### src/bctc_regs.svh
`ifndef BCTC_REGS_SVH
`define BCTC_REGS_SVH

// Register offsets (byte addresses)
`define BCTC_OFF_SEC       8'h00
`define BCTC_OFF_MIN       8'h04
`define BCTC_OFF_HOUR      8'h08
`define BCTC_OFF_MDAY      8'h0C
`define BCTC_OFF_MON       8'h10
`define BCTC_OFF_YEAR      8'h14
`define BCTC_OFF_WDAY      8'h18
`define BCTC_OFF_ASEC      8'h20
`define BCTC_OFF_AMIN      8'h24
`define BCTC_OFF_AHOUR     8'h28
`define BCTC_OFF_AMDAY     8'h2C
`define BCTC_OFF_AMON      8'h30
`define BCTC_OFF_AYEAR     8'h34
`define BCTC_OFF_CTRL      8'h40
`define BCTC_OFF_STAT      8'h44
`define BCTC_OFF_INTCFG    8'h48
`define BCTC_OFF_KEY0      8'h6C
`define BCTC_OFF_KEY1      8'h70

// Control bits
`define BCTC_CTRL_RUN      0
`define BCTC_CTRL_HFMT     2
`define BCTC_CTRL_ROUND    3
`define BCTC_CTRL_SHUT     6
`define BCTC_CTRL_ISO      7
`define BCTC_CTRL_RST      8'h00

// Status bits
`define BCTC_STAT_BUSY     0
`define BCTC_STAT_RUN      1
`define BCTC_STAT_EVT      2
`define BCTC_STAT_ALM      6
`define BCTC_STAT_OPEN     7

// Interrupt configuration bits
`define BCTC_INT_PER_LSB   0
`define BCTC_INT_TMR       2
`define BCTC_INT_ALM       3
`define BCTC_INT_RST       4'h0

// Hour field
`define BCTC_HOUR_PM       7

// Unlock keys
`define BCTC_KEY0_VAL      32'h83E7_0B13
`define BCTC_KEY1_VAL      32'h95A4_F1E0

// BCD limits
`define BCTC_BCD_ZERO      8'h00
`define BCTC_BCD_FIRST     8'h01
`define BCTC_SEC_MAX       8'h59
`define BCTC_ROUND_HALF    8'h30
`define BCTC_HR24_MAX      8'h23
`define BCTC_HR12_MAX      8'h12
`define BCTC_HR_MORN_LAST  8'h11
`define BCTC_MON_MAX       8'h12
`define BCTC_YEAR_MAX      8'h99
`define BCTC_WDAY_MAX      3'h6

// Timing
`define BCTC_CLK_MHZ       25
`define BCTC_TICK_S        1
`define BCTC_BUSY_US       15
`define BCTC_WR_LAT        4

`endif

### src/bctc_pkg.sv
package bctc_pkg;

    typedef struct packed {
        logic [7:0] sec;
        logic [7:0] min;
        logic [7:0] hour;
        logic       pm;
        logic [7:0] mday;
        logic [7:0] mon;
        logic [7:0] year;
        logic [2:0] wday;
    } bctc_time_t;

    typedef enum logic [1:0] {
        KEY_LOCKED = 2'b00,
        KEY_FIRST  = 2'b01,
        KEY_OPEN   = 2'b10
    } bctc_lock_t;

endpackage

### src/bctc_core.sv
// The address map and the APB register port are this design's own decisions.
`include "bctc_regs.svh"

// Overview of operation
// - Counters advance once per second while running.
// - Seconds are BCD 00 to 59, wrap to 00 and carry to minutes.
// - Minutes are BCD 00 to 59, wrap and carry into hours.
// - Hours are BCD 01-12 in twelve-hour form, 00-23 in twenty-four-hour form.
// - Day of month runs 01 up to the current month's length.
// - Month runs BCD 01 to 12, January is 1.
// - Year runs BCD 00 to 99 and wraps to 00.
// - February has 29 days in leap years.
// - Weekday is 3 bits 0 to 6, Sunday 0, steps each day.
// - Alarm fields use the same BCD layout as the time fields.
// - Format bit 0 counts 00-23; afternoon flag unused, software keeps it clear.
// - Format bit 1 counts twelve-hour; afternoon flag 0 morning, 1 afternoon.
// - Seconds read snapshots all fields; other time-field reads return the snapshot.
// - Rounding bit makes next seconds read round to nearest minute, once.
// - Run bit clear stops all automatic counter updates.
// - Busy low only when no update follows within 15 us.
// - Time writes apply four cycles later; reads meanwhile return old data.
// - Shutdown bit stops the clock and cannot be cleared again.
// - Reset loads time 00:00:00 01-01-00 and clears control, so counting stops.
// - Alarm and periodic sources merge into one interrupt line.
// - Writes except to the two key registers are ignored while locked.
// - First key then second key unlocks; any later key write relocks.
// - Busy high means update within 15 us; busy falls after it.
// - Full alarm match sets alarm flag and interrupt; write 1 clears.
// - Periodic interrupt every second, minute, hour or day by field 0-3.
module bctc_core #(
    parameter int unsigned SEC_CYC = `BCTC_TICK_S * `BCTC_CLK_MHZ * 1000000
) (
    input  wire logic        clk,
    input  wire logic        rst_n,
    input  wire logic [7:0]  paddr,
    input  wire logic        psel,
    input  wire logic        penable,
    input  wire logic        pwrite,
    input  wire logic [31:0] pwdata,
    output logic      [31:0] prdata,
    output logic             pready,
    output logic             pslverr,
    output logic             irq,
    output logic             leakageIsolationEn
);

    localparam int unsigned BUSY_CYC = `BCTC_BUSY_US * `BCTC_CLK_MHZ;
    localparam logic [2:0]  WR_LAT   = 3'(`BCTC_WR_LAT);
    localparam logic [24:0] TICK_END = 25'(SEC_CYC - 1);
    localparam logic [24:0] BUSY_BEG = 25'(SEC_CYC - BUSY_CYC);

    bctc_pkg::bctc_time_t timeR;
    bctc_pkg::bctc_time_t stepT;
    bctc_pkg::bctc_time_t shadowR;
    bctc_pkg::bctc_time_t alarmR;
    bctc_pkg::bctc_lock_t lock_r;

    logic [7:0]  ctrl_r;
    logic [3:0]  intCfg_r;
    logic [3:0]  evt_r;
    logic        alarmFlag_r;
    logic [24:0] divCnt_r;
    logic [2:0]  pendCnt_r;
    logic [7:0]  pendAddr_r;
    logic [31:0] pendData_r;
    logic [31:0] prdata_r;
    logic        err_r;
    logic [31:0] rdData;
    logic        counting;
    logic        secTick;
    logic        busyFlag;
    logic        setupRd;
    logic        wrDone;
    logic        unlocked;
    logic        roundDo;
    logic        secStep;
    logic        applyWr;
    logic        alarmHit;
    logic        minC;
    logic        hrC;
    logic        dayC;
    logic        monC;
    logic        yrC;

    function automatic logic [7:0] bcdInc(input logic [7:0] v);
        if (v[3:0] == 4'h9) begin
            bcdInc = {v[7:4] + 4'h1, 4'h0};
        end else begin
            bcdInc = {v[7:4], v[3:0] + 4'h1};
        end
    endfunction

    function automatic logic [7:0] monthLen(input logic [7:0] m, input logic [7:0] y);
        logic leap;
        leap = y[4] ? (y[3:0] == 4'h2 || y[3:0] == 4'h6)
                    : (y[3:0] == 4'h0 || y[3:0] == 4'h4 || y[3:0] == 4'h8);
        case (m)
            8'h02: monthLen = leap ? 8'h29 : 8'h28;
            8'h04, 8'h06, 8'h09, 8'h11: monthLen = 8'h30;
            default: monthLen = 8'h31;
        endcase
    endfunction

    function automatic logic isTimeReg(input logic [7:0] a);
        isTimeReg = (a <= `BCTC_OFF_WDAY) && (a[1:0] == 2'b00);
    endfunction

    function automatic logic isMapped(input logic [7:0] a);
        isMapped = isTimeReg(a) || (a[1:0] == 2'b00 &&
                   ((a >= `BCTC_OFF_ASEC && a <= `BCTC_OFF_AYEAR) ||
                    (a >= `BCTC_OFF_CTRL && a <= `BCTC_OFF_INTCFG) ||
                    a == `BCTC_OFF_KEY0 || a == `BCTC_OFF_KEY1));
    endfunction

    assign counting           = ctrl_r[`BCTC_CTRL_RUN] && !ctrl_r[`BCTC_CTRL_SHUT];
    assign leakageIsolationEn = ctrl_r[`BCTC_CTRL_ISO];
    assign unlocked           = (lock_r == bctc_pkg::KEY_OPEN);
    assign setupRd            = psel && !penable && !pwrite;
    assign pready             = !pwrite || (pendCnt_r == 3'h0);
    assign wrDone             = psel && penable && pwrite && pready;
    assign pslverr            = psel && penable && err_r;
    assign prdata             = prdata_r;
    assign applyWr            = (pendCnt_r == 3'h1);
    assign roundDo            = setupRd && paddr == `BCTC_OFF_SEC && ctrl_r[`BCTC_CTRL_ROUND];
    assign secTick            = counting && divCnt_r == TICK_END;
    assign secStep            = secTick && !roundDo;
    assign busyFlag           = counting && divCnt_r >= BUSY_BEG;

    always_ff @(posedge clk or negedge rst_n) begin
        if (!rst_n) begin
            divCnt_r <= 25'h0;
        end else if (secTick) begin
            divCnt_r <= 25'h0;
        end else if (counting) begin
            divCnt_r <= divCnt_r + 25'h1;
        end
    end

    // Carry chain for one second step or minute rounding
    always_comb begin
        stepT = timeR;
        minC  = 1'b0;
        hrC   = 1'b0;
        dayC  = 1'b0;
        monC  = 1'b0;
        yrC   = 1'b0;
        if (secStep) begin
            if (timeR.sec == `BCTC_SEC_MAX) begin
                stepT.sec = `BCTC_BCD_ZERO;
                minC      = 1'b1;
            end else begin
                stepT.sec = bcdInc(timeR.sec);
            end
        end
        if (roundDo) begin
            stepT.sec = `BCTC_BCD_ZERO;
            minC      = timeR.sec >= `BCTC_ROUND_HALF;
        end
        if (minC) begin
            if (timeR.min == `BCTC_SEC_MAX) begin
                stepT.min = `BCTC_BCD_ZERO;
                hrC       = 1'b1;
            end else begin
                stepT.min = bcdInc(timeR.min);
            end
        end
        if (hrC) begin
            if (ctrl_r[`BCTC_CTRL_HFMT]) begin
                if (timeR.hour == `BCTC_HR12_MAX) begin
                    stepT.hour = `BCTC_BCD_FIRST;
                end else begin
                    stepT.hour = bcdInc(timeR.hour);
                    if (timeR.hour == `BCTC_HR_MORN_LAST) begin
                        stepT.pm = !timeR.pm;
                        dayC     = timeR.pm;
                    end
                end
            end else if (timeR.hour == `BCTC_HR24_MAX) begin
                stepT.hour = `BCTC_BCD_ZERO;
                dayC       = 1'b1;
            end else begin
                stepT.hour = bcdInc(timeR.hour);
            end
        end
        if (dayC) begin
            stepT.wday = (timeR.wday == `BCTC_WDAY_MAX) ? 3'h0 : timeR.wday + 3'h1;
            if (timeR.mday == monthLen(timeR.mon, timeR.year)) begin
                stepT.mday = `BCTC_BCD_FIRST;
                monC       = 1'b1;
            end else begin
                stepT.mday = bcdInc(timeR.mday);
            end
        end
        if (monC) begin
            if (timeR.mon == `BCTC_MON_MAX) begin
                stepT.mon = `BCTC_BCD_FIRST;
                yrC       = 1'b1;
            end else begin
                stepT.mon = bcdInc(timeR.mon);
            end
        end
        if (yrC) begin
            stepT.year = (timeR.year == `BCTC_YEAR_MAX) ? `BCTC_BCD_ZERO : bcdInc(timeR.year);
        end
    end

    // time state is data; reset only gives simulation a start value
    always_ff @(posedge clk or negedge rst_n) begin
        if (!rst_n) begin
            timeR <= '{sec: `BCTC_BCD_ZERO, min: `BCTC_BCD_ZERO, hour: `BCTC_BCD_ZERO,
                       pm: 1'b0, mday: `BCTC_BCD_FIRST, mon: `BCTC_BCD_FIRST,
                       year: `BCTC_BCD_ZERO, wday: 3'h0};
        end else begin
            if (secStep || roundDo) begin
                timeR <= stepT;
            end
            // host write overrides a colliding update
            if (applyWr) begin
                case (pendAddr_r)
                    `BCTC_OFF_SEC:  timeR.sec  <= {1'b0, pendData_r[6:0]};
                    `BCTC_OFF_MIN:  timeR.min  <= {1'b0, pendData_r[6:0]};
                    `BCTC_OFF_HOUR: begin
                        timeR.hour <= {2'b00, pendData_r[5:0]};
                        timeR.pm   <= pendData_r[`BCTC_HOUR_PM];
                    end
                    `BCTC_OFF_MDAY: timeR.mday <= {2'b00, pendData_r[5:0]};
                    `BCTC_OFF_MON:  timeR.mon  <= {3'b000, pendData_r[4:0]};
                    `BCTC_OFF_YEAR: timeR.year <= pendData_r[7:0];
                    default:        timeR.wday <= pendData_r[2:0];
                endcase
            end
        end
    end

    always_ff @(posedge clk or negedge rst_n) begin
        if (!rst_n) begin
            pendCnt_r  <= 3'h0;
            pendAddr_r <= 8'h00;
            pendData_r <= 32'h0000_0000;
        end else if (wrDone && unlocked && isTimeReg(paddr)) begin
            pendCnt_r  <= WR_LAT;
            pendAddr_r <= paddr;
            pendData_r <= pwdata;
        end else if (pendCnt_r != 3'h0) begin
            pendCnt_r <= pendCnt_r - 3'h1;
        end
    end

    always_ff @(posedge clk or negedge rst_n) begin
        if (!rst_n) begin
            lock_r <= bctc_pkg::KEY_LOCKED;
        end else if (wrDone && (paddr == `BCTC_OFF_KEY0 || paddr == `BCTC_OFF_KEY1)) begin
            case (lock_r)
                bctc_pkg::KEY_FIRST: begin
                    if (paddr == `BCTC_OFF_KEY1 && pwdata == `BCTC_KEY1_VAL) begin
                        lock_r <= bctc_pkg::KEY_OPEN;
                    end else if (paddr == `BCTC_OFF_KEY0 && pwdata == `BCTC_KEY0_VAL) begin
                        lock_r <= bctc_pkg::KEY_FIRST;
                    end else begin
                        lock_r <= bctc_pkg::KEY_LOCKED;
                    end
                end
                default: begin
                    if (paddr == `BCTC_OFF_KEY0 && pwdata == `BCTC_KEY0_VAL) begin
                        lock_r <= bctc_pkg::KEY_FIRST;
                    end else begin
                        lock_r <= bctc_pkg::KEY_LOCKED;
                    end
                end
            endcase
        end
    end

    always_ff @(posedge clk or negedge rst_n) begin
        if (!rst_n) begin
            ctrl_r   <= `BCTC_CTRL_RST;
            intCfg_r <= `BCTC_INT_RST;
            alarmR   <= '0;
        end else begin
            if (roundDo) begin
                ctrl_r[`BCTC_CTRL_ROUND] <= 1'b0;
            end
            if (wrDone && unlocked) begin
                case (paddr)
                    `BCTC_OFF_CTRL: begin
                        ctrl_r <= pwdata[7:0];
                        ctrl_r[`BCTC_CTRL_SHUT] <= pwdata[`BCTC_CTRL_SHUT] ||
                                                   ctrl_r[`BCTC_CTRL_SHUT];
                    end
                    `BCTC_OFF_INTCFG: intCfg_r <= pwdata[3:0];
                    // alarm fields masked like time fields
                    `BCTC_OFF_ASEC:  alarmR.sec  <= {1'b0, pwdata[6:0]};
                    `BCTC_OFF_AMIN:  alarmR.min  <= {1'b0, pwdata[6:0]};
                    `BCTC_OFF_AHOUR: begin
                        alarmR.hour <= {2'b00, pwdata[5:0]};
                        alarmR.pm   <= pwdata[`BCTC_HOUR_PM];
                    end
                    `BCTC_OFF_AMDAY: alarmR.mday <= {2'b00, pwdata[5:0]};
                    `BCTC_OFF_AMON:  alarmR.mon  <= {3'b000, pwdata[4:0]};
                    `BCTC_OFF_AYEAR: alarmR.year <= pwdata[7:0];
                    default: ;
                endcase
            end
        end
    end

    assign alarmHit = secStep && intCfg_r[`BCTC_INT_ALM] &&
                      stepT.sec == alarmR.sec && stepT.min == alarmR.min &&
                      stepT.hour == alarmR.hour && stepT.pm == alarmR.pm &&
                      stepT.mday == alarmR.mday && stepT.mon == alarmR.mon &&
                      stepT.year == alarmR.year;

    // sticky alarm flag, set wins over clear
    always_ff @(posedge clk or negedge rst_n) begin
        if (!rst_n) begin
            alarmFlag_r <= 1'b0;
        end else if (alarmHit) begin
            alarmFlag_r <= 1'b1;
        end else if (wrDone && unlocked && paddr == `BCTC_OFF_STAT &&
                     pwdata[`BCTC_STAT_ALM]) begin
            alarmFlag_r <= 1'b0;
        end
    end

    always_ff @(posedge clk or negedge rst_n) begin
        if (!rst_n) begin
            evt_r <= 4'h0;
        end else if (!intCfg_r[`BCTC_INT_TMR]) begin
            evt_r <= 4'h0;
        end else if (secStep) begin
            evt_r <= {dayC, hrC, minC, 1'b1};
        end
    end

    assign irq = (intCfg_r[`BCTC_INT_ALM] && alarmFlag_r) ||
                 (intCfg_r[`BCTC_INT_TMR] && evt_r[intCfg_r[1:0]]);

    always_ff @(posedge clk or negedge rst_n) begin
        if (!rst_n) begin
            shadowR <= '0;
        end else if (setupRd && paddr == `BCTC_OFF_SEC) begin
            shadowR <= roundDo ? stepT : timeR;
        end
    end

    always_comb begin
        rdData = 32'h0000_0000;
        case (paddr)
            `BCTC_OFF_SEC:    rdData[7:0] = roundDo ? stepT.sec : timeR.sec;
            `BCTC_OFF_MIN:    rdData[7:0] = shadowR.min;
            `BCTC_OFF_HOUR:   rdData[7:0] = {shadowR.pm, shadowR.hour[6:0]};
            `BCTC_OFF_MDAY:   rdData[7:0] = shadowR.mday;
            `BCTC_OFF_MON:    rdData[7:0] = shadowR.mon;
            `BCTC_OFF_YEAR:   rdData[7:0] = shadowR.year;
            `BCTC_OFF_WDAY:   rdData[2:0] = shadowR.wday;
            `BCTC_OFF_ASEC:   rdData[7:0] = alarmR.sec;
            `BCTC_OFF_AMIN:   rdData[7:0] = alarmR.min;
            `BCTC_OFF_AHOUR:  rdData[7:0] = {alarmR.pm, alarmR.hour[6:0]};
            `BCTC_OFF_AMDAY:  rdData[7:0] = alarmR.mday;
            `BCTC_OFF_AMON:   rdData[7:0] = alarmR.mon;
            `BCTC_OFF_AYEAR:  rdData[7:0] = alarmR.year;
            `BCTC_OFF_CTRL:   rdData[7:0] = ctrl_r;
            `BCTC_OFF_STAT:   rdData[7:0] = {unlocked, alarmFlag_r, evt_r, counting, busyFlag};
            `BCTC_OFF_INTCFG: rdData[3:0] = intCfg_r;
            default:          rdData = 32'h0000_0000;
        endcase
    end

    // Read data and error are latched in the setup phase
    always_ff @(posedge clk or negedge rst_n) begin
        if (!rst_n) begin
            prdata_r <= 32'h0000_0000;
            err_r    <= 1'b0;
        end else if (psel && !penable) begin
            prdata_r <= pwrite ? 32'h0000_0000 : rdData;
            err_r    <= !isMapped(paddr);
        end
    end
endmodule

### config.mk
export PLATFORM = sky130hd
export DESIGN_NAME = bctc_core
export DESIGN_NICKNAME = d
export VERILOG_FILES = /design/src/bctc_pkg.sv /design/src/bctc_core.sv
export VERILOG_INCLUDE_DIRS = /design/src /design/src/src
export SDC_FILE = /design/constraint.sdc
export NUM_CORES = 1
export LEC_CHECK = 0
export BUFFER_PORTS_ARGS = -buffer_cell sky130_fd_sc_hd__buf_2
export CAP_MARGIN = 30
export CORE_MARGIN = 2
export CORE_UTILIZATION = 62
export DETAILED_ROUTE_END_ITERATION = 10
export GPL_TIMING_DRIVEN = 0
export PLACE_DENSITY = 0.92
export REMOVE_ABC_BUFFERS = 1
export SYNTH_ARGS = -nofsm -noshare
export SYNTH_HDL_FRONTEND = slang
export SYNTH_SLANG_ARGS = --single-unit
### constraint.sdc
create_clock -name clk -period 5.17 [get_ports clk]
set_input_delay 0.7755 -clock clk [delete_from_list [all_inputs] [get_ports clk]]
set_output_delay 0.7755 -clock clk [all_outputs]
set_load 0.005 [all_outputs]
# Word-level counts from Yosys, hierarchy flattened
# Index checks and enable logic that the tools add are counted.
totals:
  in_bits: 45
  output_inout_bits: 36
  ff_bits: 231
  elab_cells: 262
op_classes:
  mux: 75
  add_sub_neg: 15
  reduce_logical: 70
  eq_ne: 60
  order_cmp: 8
op_table:
  columns: ["operator", "n"]
  rows:
  - ["$mux W8", 28]
  - ["$mux W52", 2]
  - ["$eq A8 B5 Y1 const B", 9]
  - ["$eq A32 B32 Y1 const B", 2]
  - ["$eq A8 B6 Y1 const B", 7]
  - ["$eq A8 B7 Y1 const B", 7]
  - ["$pmux W4 S14", 1]
  - ["$mux W25", 2]
  - ["$add A4 B1 Y4 const B", 12]
  - ["$pmux W3 S16", 1]
  - ["$mux W44", 1]
  - ["$eq A8 B4 Y1 const B", 5]
  - ["$logic_and A1 B1 Y1", 33]
  - ["$eq A8 B3 Y1 const B", 4]
  - ["$eq A4 B4 Y1 const B", 7]
  - ["$add A25 B1 Y25 const B", 1]
  - ["$eq A25 B25 Y1 const B", 1]
  - ["$ge A25 B25 Y1 const B", 1]
  - ["$mux W1", 24]
  - ["$mux W9", 2]
  - ["$eq A8 B6 Y1", 2]
  - ["$eq A8 B7 Y1", 2]
  - ["$eq A8 B8 Y1", 2]
  - ["$ge A8 B6 Y1 const B", 2]
  - ["other kinds (35)", 70]

# Depth between registers and ports, before layout
# Gate-level depths: netlist (run 1).
logic_depth:
  ltp_word: 20
  mapped_depth: 18

# Least setup slack after synthesis (run 1)
# Ideal clock, no wire load.
synth_timing:
  kind: "input to register"
  start: "input paddr[3]"
  end: "register alarmFlag_r"
  arrival_time_ps: 3762
  setup_time_ps: 76
  required_time_ps: 5094
  path_slack_ps: 1332
  n_path_buf: 2
  cell_stages: 12
  cell_sequence: "buf_4 nor4_4 nand4b_4 or3_4 and2_1 buf_6 nor4_1 mux2_2 or3_1 a2111oi_2 nand4_1 o21ai_1"
synth_via:
  elab_chain_cells: 16
  elab_cells_between_ends: 38
  cone_classes: "eq/ne: 8; mux: 14; reduce/logical: 16"
synth_rtl:
  columns: ["element", "line_no", "source"]
  rows:
  - ["start: declaration", "bctc_core.sv:35", "input wire logic [7:0] paddr,"]
  - ["parallel branches: the longest is 16 deep, another holds $logic_not A8 Y1", null, null]
  - ["end signal: assignment", "bctc_core.sv:316", "alarmFlag_r <= 1'b0;"]
  - ["end signal: assignment", "bctc_core.sv:318", "alarmFlag_r <= 1'b1;"]
  - ["end signal: assignment", "bctc_core.sv:321", "alarmFlag_r <= 1'b0;"]
  - ["end: declaration", "bctc_core.sv:61", "logic alarmFlag_r;"]
# Parallel ways; which one is timed is not known.
# A chain may end at the register's enable or synchronous reset.

# Final worst setup path (run 1)
layout_timing:
  start: "register ctrl_r[3]"
  end: "register alarmFlag_r"
layout_via:
  elab_chain_cells: 14
  elab_cells_between_ends: 33
  cone_classes: "eq/ne: 7; mux: 14; reduce/logical: 12"
layout_rtl:
  columns: ["element", "line_no", "source"]
  rows:
  - ["start: declaration", "bctc_core.sv:58", "logic [7:0] ctrl_r;"]
  - ["start signal: assignment", "bctc_core.sv:276", "ctrl_r <= `BCTC_CTRL_RST;"]
  - ["start signal: assignment", "bctc_core.sv:286", "ctrl_r <= pwdata[7:0];"]
  - ["start signal: indexed assignment", "bctc_core.sv:287", "ctrl_r[`BCTC_CTRL_SHUT] <= pwdata[`BCTC_CTRL_SHUT] ||"]
  - ["$logic_and A1 B1 Y1 (*)", "bctc_core.sv:124", "assign roundDo = setupRd && paddr == `BCTC_OFF_SEC && ctrl_r[`BCTC_CTRL_ROUND];"]
  - ["parallel branches: the longest is 11 deep, another holds $mux W8", null, null]
  - ["$logic_and A1 B1 Y1 (*)", "bctc_core.sv:307", "assign alarmHit = secStep && intCfg_r[`BCTC_INT_ALM] &&"]
  - ["$mux W1 / $reduce_bool A2 Y1 (equally long branches)", null, null]
# Mark *: on every way between the ends.

==> results.py, run 1 <==
metrics = {
    "finish": {
        "drive_gt1_frac": 0.148,
        "final_common_cell": "dfrtp_1",
        "area_growth_syn_to_layout_pct": 8.69,
        "final_cell_mix": "dfrtp_1 (204), nand2_1 (180), nor2_1 (138), o21ai_0 (109), mux2_2 (71)",
        "diodes": 0,
        "stdcell_area_sq_um": 14300,
        "layout.nets": 1550,
    },
    "die": {
        "die_y_um": 150,
        "fp.coreArea_sq_um": 21000,
        "start_util": 0.630,
        "io_pins": 81,
        "dieArea_sq_um": 22500,
        "num_rows": 53,
        "die_x_um": 150,
    },
    "timing": {
        "fmax_mhz": 222,
        "finalWorstSetupSlack_ns": 0.665,
        "hold_violations": 0,
        "tightestPinTransition_ns": 1.08,
        "maxSlewViolCount": 0,
        "fin_crit_sh": 0.871,
        "min_period_ns": 4.50,
        "grt_setup_unrepaired": "no",
        "fin_worst_skew_ns": 0.0132,
        "setup_viol": 0,
        "relSlewSlack": 0.279,
    },
    "status": {
        "status": "completed",
    },
    "worst_setup_path": {
        "critical_path_arrival_ns": 4.96,
        "cp-start-kind": "flop",
        "required_ns": 5.62,
        "critPathKind": "reg2reg",
        "critPathMaxFanout": 23,
        "endpoint_kind": "flop",
    },
    "clocking": {
        "clock_sinks": 207,
        "cts_buffers": 24,
        "cts_setup_buffers": 0,
        "cts_root_buf": "clkbuf_16",
        "cts_max_path_buffers": 3,
        "ctsHtreeMaxLevel": 1,
        "cts_tree": "yes",
        "clk-insertion-delay-late_ns": 0.52,
        "path_clk_slew_ns": 0.06,
        "cts_resized": 0,
        "postCtsHoldBufs": 0,
    },
    "global_routing": {
        "grt_use_met1": 0.515,
        "antenna_found_initial": 0,
        "grt_pass1_vias": 11601,
        "grtUsageMet3": 0.0838,
        "grt.total_usage": 0.398,
        "use_met2": 0.613,
        "busiest_layer": "met2",
        "grt_overflow": 0,
        "grt_pass1_wl_mm": 67.6,
        "grt_max_degree": 115,
    },
    "synthesis": {
        "ys_ff_latch": 207,
        "synth_top_cell_area_share": 0.389,
        "yosysSeqAreaShare": 0.393,
        "synth_warnings": 0,
        "synthArstFlopShare": 1.00,
        "synth_top_cell_by_area": "dfrtp_1",
        "syn-cell-area_sq_um": 13200,
        "synth_cell_types": 99,
        "netlist_instances": 1463,
        "synthTopCellsByArea": "dfrtp_1 (39%), mux2_2 (6.1%), nand2_1 (5.1%), o21ai_0 (4.1%), nor2_1 (3.9%)",
        "synth-edff-count": 0,
        "ys.flop_type": "dfrtp_1",
        "synth_area_per_cell_sq_um": 9.02,
    },
    "route": {
        "antenna_left": 0,
        "drc_errors": 0,
        "vias": 12213,
        "viasPerCell": 6.90,
        "drt_wl_total_mm": 43.8,
        "drtIter0Drc": 1540,
        "drt_pass1_iterations": 9,
        "routedWlPerCell_um": 24.7,
    },
    "pwr": {
        "power.density_nw_per_um2": 242,
        "ir_worst_vdd_mv": 0.245,
        "power.leakage_nw": 6.29,
    },
    "placed_design": {
        "place.detailed.hpwl_mm": 31.6,
        "gp_congestion": 1.06,
        "dpl-instance-area_sq_um": 13500,
        "place_ws_ns": 0.308,
        "port_buffers": 56,
    },
    "hold_path": {
        "hp-class": "in2async",
    },
    "job": {
        "drv_cap": 0,
    },
}
## per-stage QoR
step           power, mW  TNS, ns  hold WS, ns  utilization  std cells
3_3_place_gp        1.76   -19.67        0.459        0.640       1720
6_report            3.47        0        0.241        0.684       1770
5_1_grt             3.55        0        0.319        0.684       1770
4_1_cts             3.47        0        0.299        0.684       1770
2_1_floorplan       1.69        0        0.441            -       1389
3_5_place_dp        1.77        0        0.460        0.647       1730
## registers in the layout, summed over array words and instances, names as in the netlist
register,cells
err_r,1
evt_r,4
divCnt_r,25
timeR,52
intCfg_r,4
ctrl_r,8
lock_r,2
pendAddr_r,8
shadowR,43
pendCnt_r,3
pendData_r,8
prdata,8
alarmFlag_r,1
alarmR,40
## cells in the mapped netlist, drive strengths merged, types with 13 or more instances
library cell and n:
o21ai 117, nor2b 19, ha 24, or3 13
clkbuf 50, nand4 38, nor4 22, nand2 180
nand2b 15, mux2i 34, nand3b 13, a22oi 30
dfrtp 205, mux2 71, nor2 141, buf 47
nand3 48, xnor2 44, xor2 29, a21oi 65
nor3 36, inv 34, a31oi 15
## report_power, final
group	switching, mW	total [mW]	internal (mW)
sequential	0.00614	1.63	1.63
clock	0.684	1.73	1.05
combinational	0.0820	0.108	0.0259
## area by class of cell
cell class	instances	area (sq um)
multi-input cells	1148	7490
fillers	1622	6620
flip-flops and latches	207	5180
clock buffers	35	713
repair buffers	66	398
well taps	275	344
inverters	34	128
clock inverters	5	78.8
## kinds of logic after synthesis
family                   share of synthesized area
AND/OR/NAND/NOR                              0.239
AO/OA/AOI/OAI                                0.162
flip-flops                                   0.393
buffers and inverters                       0.0471
multiplexers                                0.0881
XOR/XNOR                                    0.0485
adder cells (fa/ha/maj)                     0.0228
other                                     0.000284
## worst max-delay path, stage by stage (launching register included)
cell and delay [ns]:
dfrtp_2 0.75, and4bb_1 0.40, nand3_2 0.29, or3_1 0.64
o21ai_4 0.21, nand3_4 0.35, nor3_2 0.34, o22ai_1 0.21
or4b_1 0.60, a2111oi_2 0.34, nand4_1 0.14, o21ai_1 0.13
## layer usage
layer | share of wire | up-vias
li1 | - | 5298
met1 | 0.36 | 5828
met2 | 0.44 | 866
met3 | 0.11 | 221
met4 | 0.080 | 0
met5 | 0 | -
## worst paths after layout
| path | cells past startpoint | to | slack [ns] | startpoint |
|---|---|---|---|---|
| worst max-delay path | 11 | alarmFlag_r$_DFFE_PN0P_ | 0.67 | ctrl_r[3]$_DFF_PN0_ |
| worst min-delay path | 1 | divCnt_r[7]$_DFFE_PN0P_ | 0.24 | rst_n |
| worst max register to register | 11 | alarmFlag_r$_DFFE_PN0P_ | 0.67 | ctrl_r[3]$_DFF_PN0_ |
| worst min register to register | 2 | prdata[1]$_DFFE_PN0N_ | 0.47 | prdata[1]$_DFFE_PN0N_ |
| max in group asynchronous | 2 | pendData_r[1]$_DFFE_PN0P_ | 3.91 | rst_n |
| min in group clk | 2 | prdata[1]$_DFFE_PN0N_ | 0.47 | prdata[1]$_DFFE_PN0N_ |
No activity file was read; power rests on OpenSTA's default activity.
==> run 2: changes to the inputs <==
==> constraint.sdc (replaced) <==
create_clock -name clk -period 5.17 [get_ports clk]
set_input_delay 1.034 -clock clk [delete_from_list [all_inputs] [get_ports clk]]
set_output_delay 1.034 -clock clk [all_outputs]
set_load 0.005 [all_outputs]
==> results.py, run 2 (synthesized netlist as in run 1, its figures left out) <==
metrics = {
    "worst_setup_path": {
        "critical_path_arrival_ns": 5.16,
        "endpoint_kind": "flop",
        "crit_buf_inv": 1,
        "slowest_stage": "or3_1",
        "critical_path.cell_chain": "buf_2, nor4_4, nand3_2, or3_1, o21ai_4, nand3_4, nor3_2, o22ai_1, or4b_1, a2111oi_2, nand4_1, o21ai_1",
        "critPathMaxFanout": 13,
        "cp-start-kind": "input pin",
        "required_ns": 5.62,
        "cpLargestDelayFamily": "simple AND/OR/NAND/NOR gates",
        "cpPeakStageDelay_ns": 0.64,
        "critPathKind": "in2reg",
    },
    "clocking": {
        "cts_tree": "yes",
        "clock_sinks": 207,
        "cts_buffers": 24,
        "cts_resized": 0,
        "path_clk_slew_ns": 0.06,
        "clk-insertion-delay-late_ns": 0.52,
        "cts_root_buf": "clkbuf_16",
        "cts_max_path_buffers": 3,
        "cts_setup_buffers": 0,
        "postCtsHoldBufs": 0,
        "ctsHtreeMaxLevel": 1,
    },
    "finish": {
        "area_growth_syn_to_layout_pct": 8.69,
        "largest_register_ffs": 52,
        "stdcell_area_sq_um": 14300,
        "fin_cells": 1770,
        "fin_util": 0.684,
        "drive_gt1_frac": 0.148,
        "largest_register": "timeR",
        "final_common_cell": "dfrtp_1",
        "final_cell_mix": "dfrtp_1 (204), nand2_1 (180), nor2_1 (138), o21ai_0 (109), mux2_2 (71)",
        "largestRegisters": "timeR x52, shadowR x43, alarmR x40",
        "diodes": 0,
        "layout.nets": 1550,
    },
    "global_routing": {
        "antenna_found_initial": 0,
        "grt_pass1_vias": 11598,
        "grt.total_usage": 0.398,
        "grt_overflow": 0,
        "grt_max_degree": 115,
        "grt_pass1_wl_mm": 67.6,
    },
    "job": {
        "drv_cap": 0,
    },
    "timing": {
        "min_period_ns": 4.71,
        "setup_tns_ns": 0,
        "setup_viol": 0,
        "fin_crit_sh": 0.912,
        "grt_setup_unrepaired": "no",
        "hold_violations": 0,
        "relSlewSlack": 0.286,
        "fin_worst_skew_ns": 0.0123,
        "fmax_mhz": 212,
        "tightestPinTransition_ns": 1.06,
        "maxSlewViolCount": 0,
    },
    "pwr": {
        "ir_worst_vdd_mv": 0.245,
        "power.leakage_nw": 6.29,
        "power.density_nw_per_um2": 242,
        "p_total_mw": 3.47,
    },
    "route": {
        "drc_errors": 0,
        "vias": 12151,
        "routedWlPerCell_um": 24.7,
        "antenna_left": 0,
        "drt_wl_total_mm": 43.7,
        "drt_pass1_iterations": 6,
        "drtIter0Drc": 1665,
        "viasPerCell": 6.86,
    },
    "die": {
        "start_util": 0.630,
        "fp.coreArea_sq_um": 21000,
        "die_y_um": 150,
        "io_pins": 81,
        "dieArea_sq_um": 22500,
        "num_rows": 53,
        "die_x_um": 150,
    },
    "placed_design": {
        "dpl.cell_count": 1730,
        "port_buffers": 56,
        "place.detailed.hpwl_mm": 31.6,
        "gp_congestion": 1.06,
        "dpl-instance-area_sq_um": 13500,
    },
    "hold_path": {
        "hp-class": "reg2reg",
    },
    "status": {
        "status": "completed",
    },
}
[run 2: cell counts in the layout (fill, tap and decap cells not counted)]
Identical to the previous run, type by type.
[run 2: final cells by class]
type | instances | area (sq um)
clock buffers | 35 | 713
clock inverters | 5 | 78.8
fillers | 1622 | 6620
inverters | 34 | 128
multi-input cells | 1148 | 7490
flip-flops and latches | 207 | 5180
well taps | 275 | 344
repair buffers | 66 | 398
[run 2: worst register-to-register path: stages (launching register included)]
cell and delay [ns]:
dfrtp_2 0.74, and4bb_1 0.40, nand3_2 0.29, or3_1 0.65, o21ai_4 0.22, nand3_4 0.35, nor3_2 0.35, o22ai_1 0.22
or4b_1 0.60, a2111oi_2 0.34, nand4_1 0.14, o21ai_1 0.13
[run 2: stage by stage]
stage	setup WS (ns)	hold WS [ns]
2_1_floorplan	1.22	0.441
3_3_place_gp	-0.380	0.459
3_5_place_dp	0.0500	0.460
4_1_cts	0.551	0.474
5_1_grt	0.324	0.490
6_report	0.457	0.473
[run 2: power by group]
group          leakage, nW  internal, mW  switching (mW)  total [mW]
registers             2.72          1.63         0.00616        1.63
clock network        0.390          1.05           0.678        1.73
logic                 3.18        0.0259          0.0816       0.108
total                 6.29          2.70           0.766        3.47
[run 2: worst paths after layout]
kind,slack (ns),cells past startpoint,to,from
worst max-delay path,0.46,12,alarmFlag_r$_DFFE_PN0P_,paddr[3]
worst max register to register,0.69,11,alarmFlag_r$_DFFE_PN0P_,ctrl_r[3]$_DFF_PN0_
max in group asynchronous,3.64,2,timeR[27]$_DFF_PN0_,rst_n
min in group asynchronous,0.51,1,divCnt_r[7]$_DFFE_PN0P_,rst_n
worst min-delay path,0.47,2,prdata[1]$_DFFE_PN0N_,prdata[1]$_DFFE_PN0N_
worst min register to register,0.47,2,prdata[1]$_DFFE_PN0N_,prdata[1]$_DFFE_PN0N_
[run 2: metal layers]
| metal | up-vias | share of wire | global-route usage |
|---|---|---|---|
| met5 | - | 0 | 0 |
| met4 | 0 | 0.076 | 0.252 |
| met3 | 197 | 0.11 | 0.0875 |
| met2 | 837 | 0.44 | 0.612 |
| met1 | 5810 | 0.37 | 0.511 |
| li1 | 5307 | - | - |
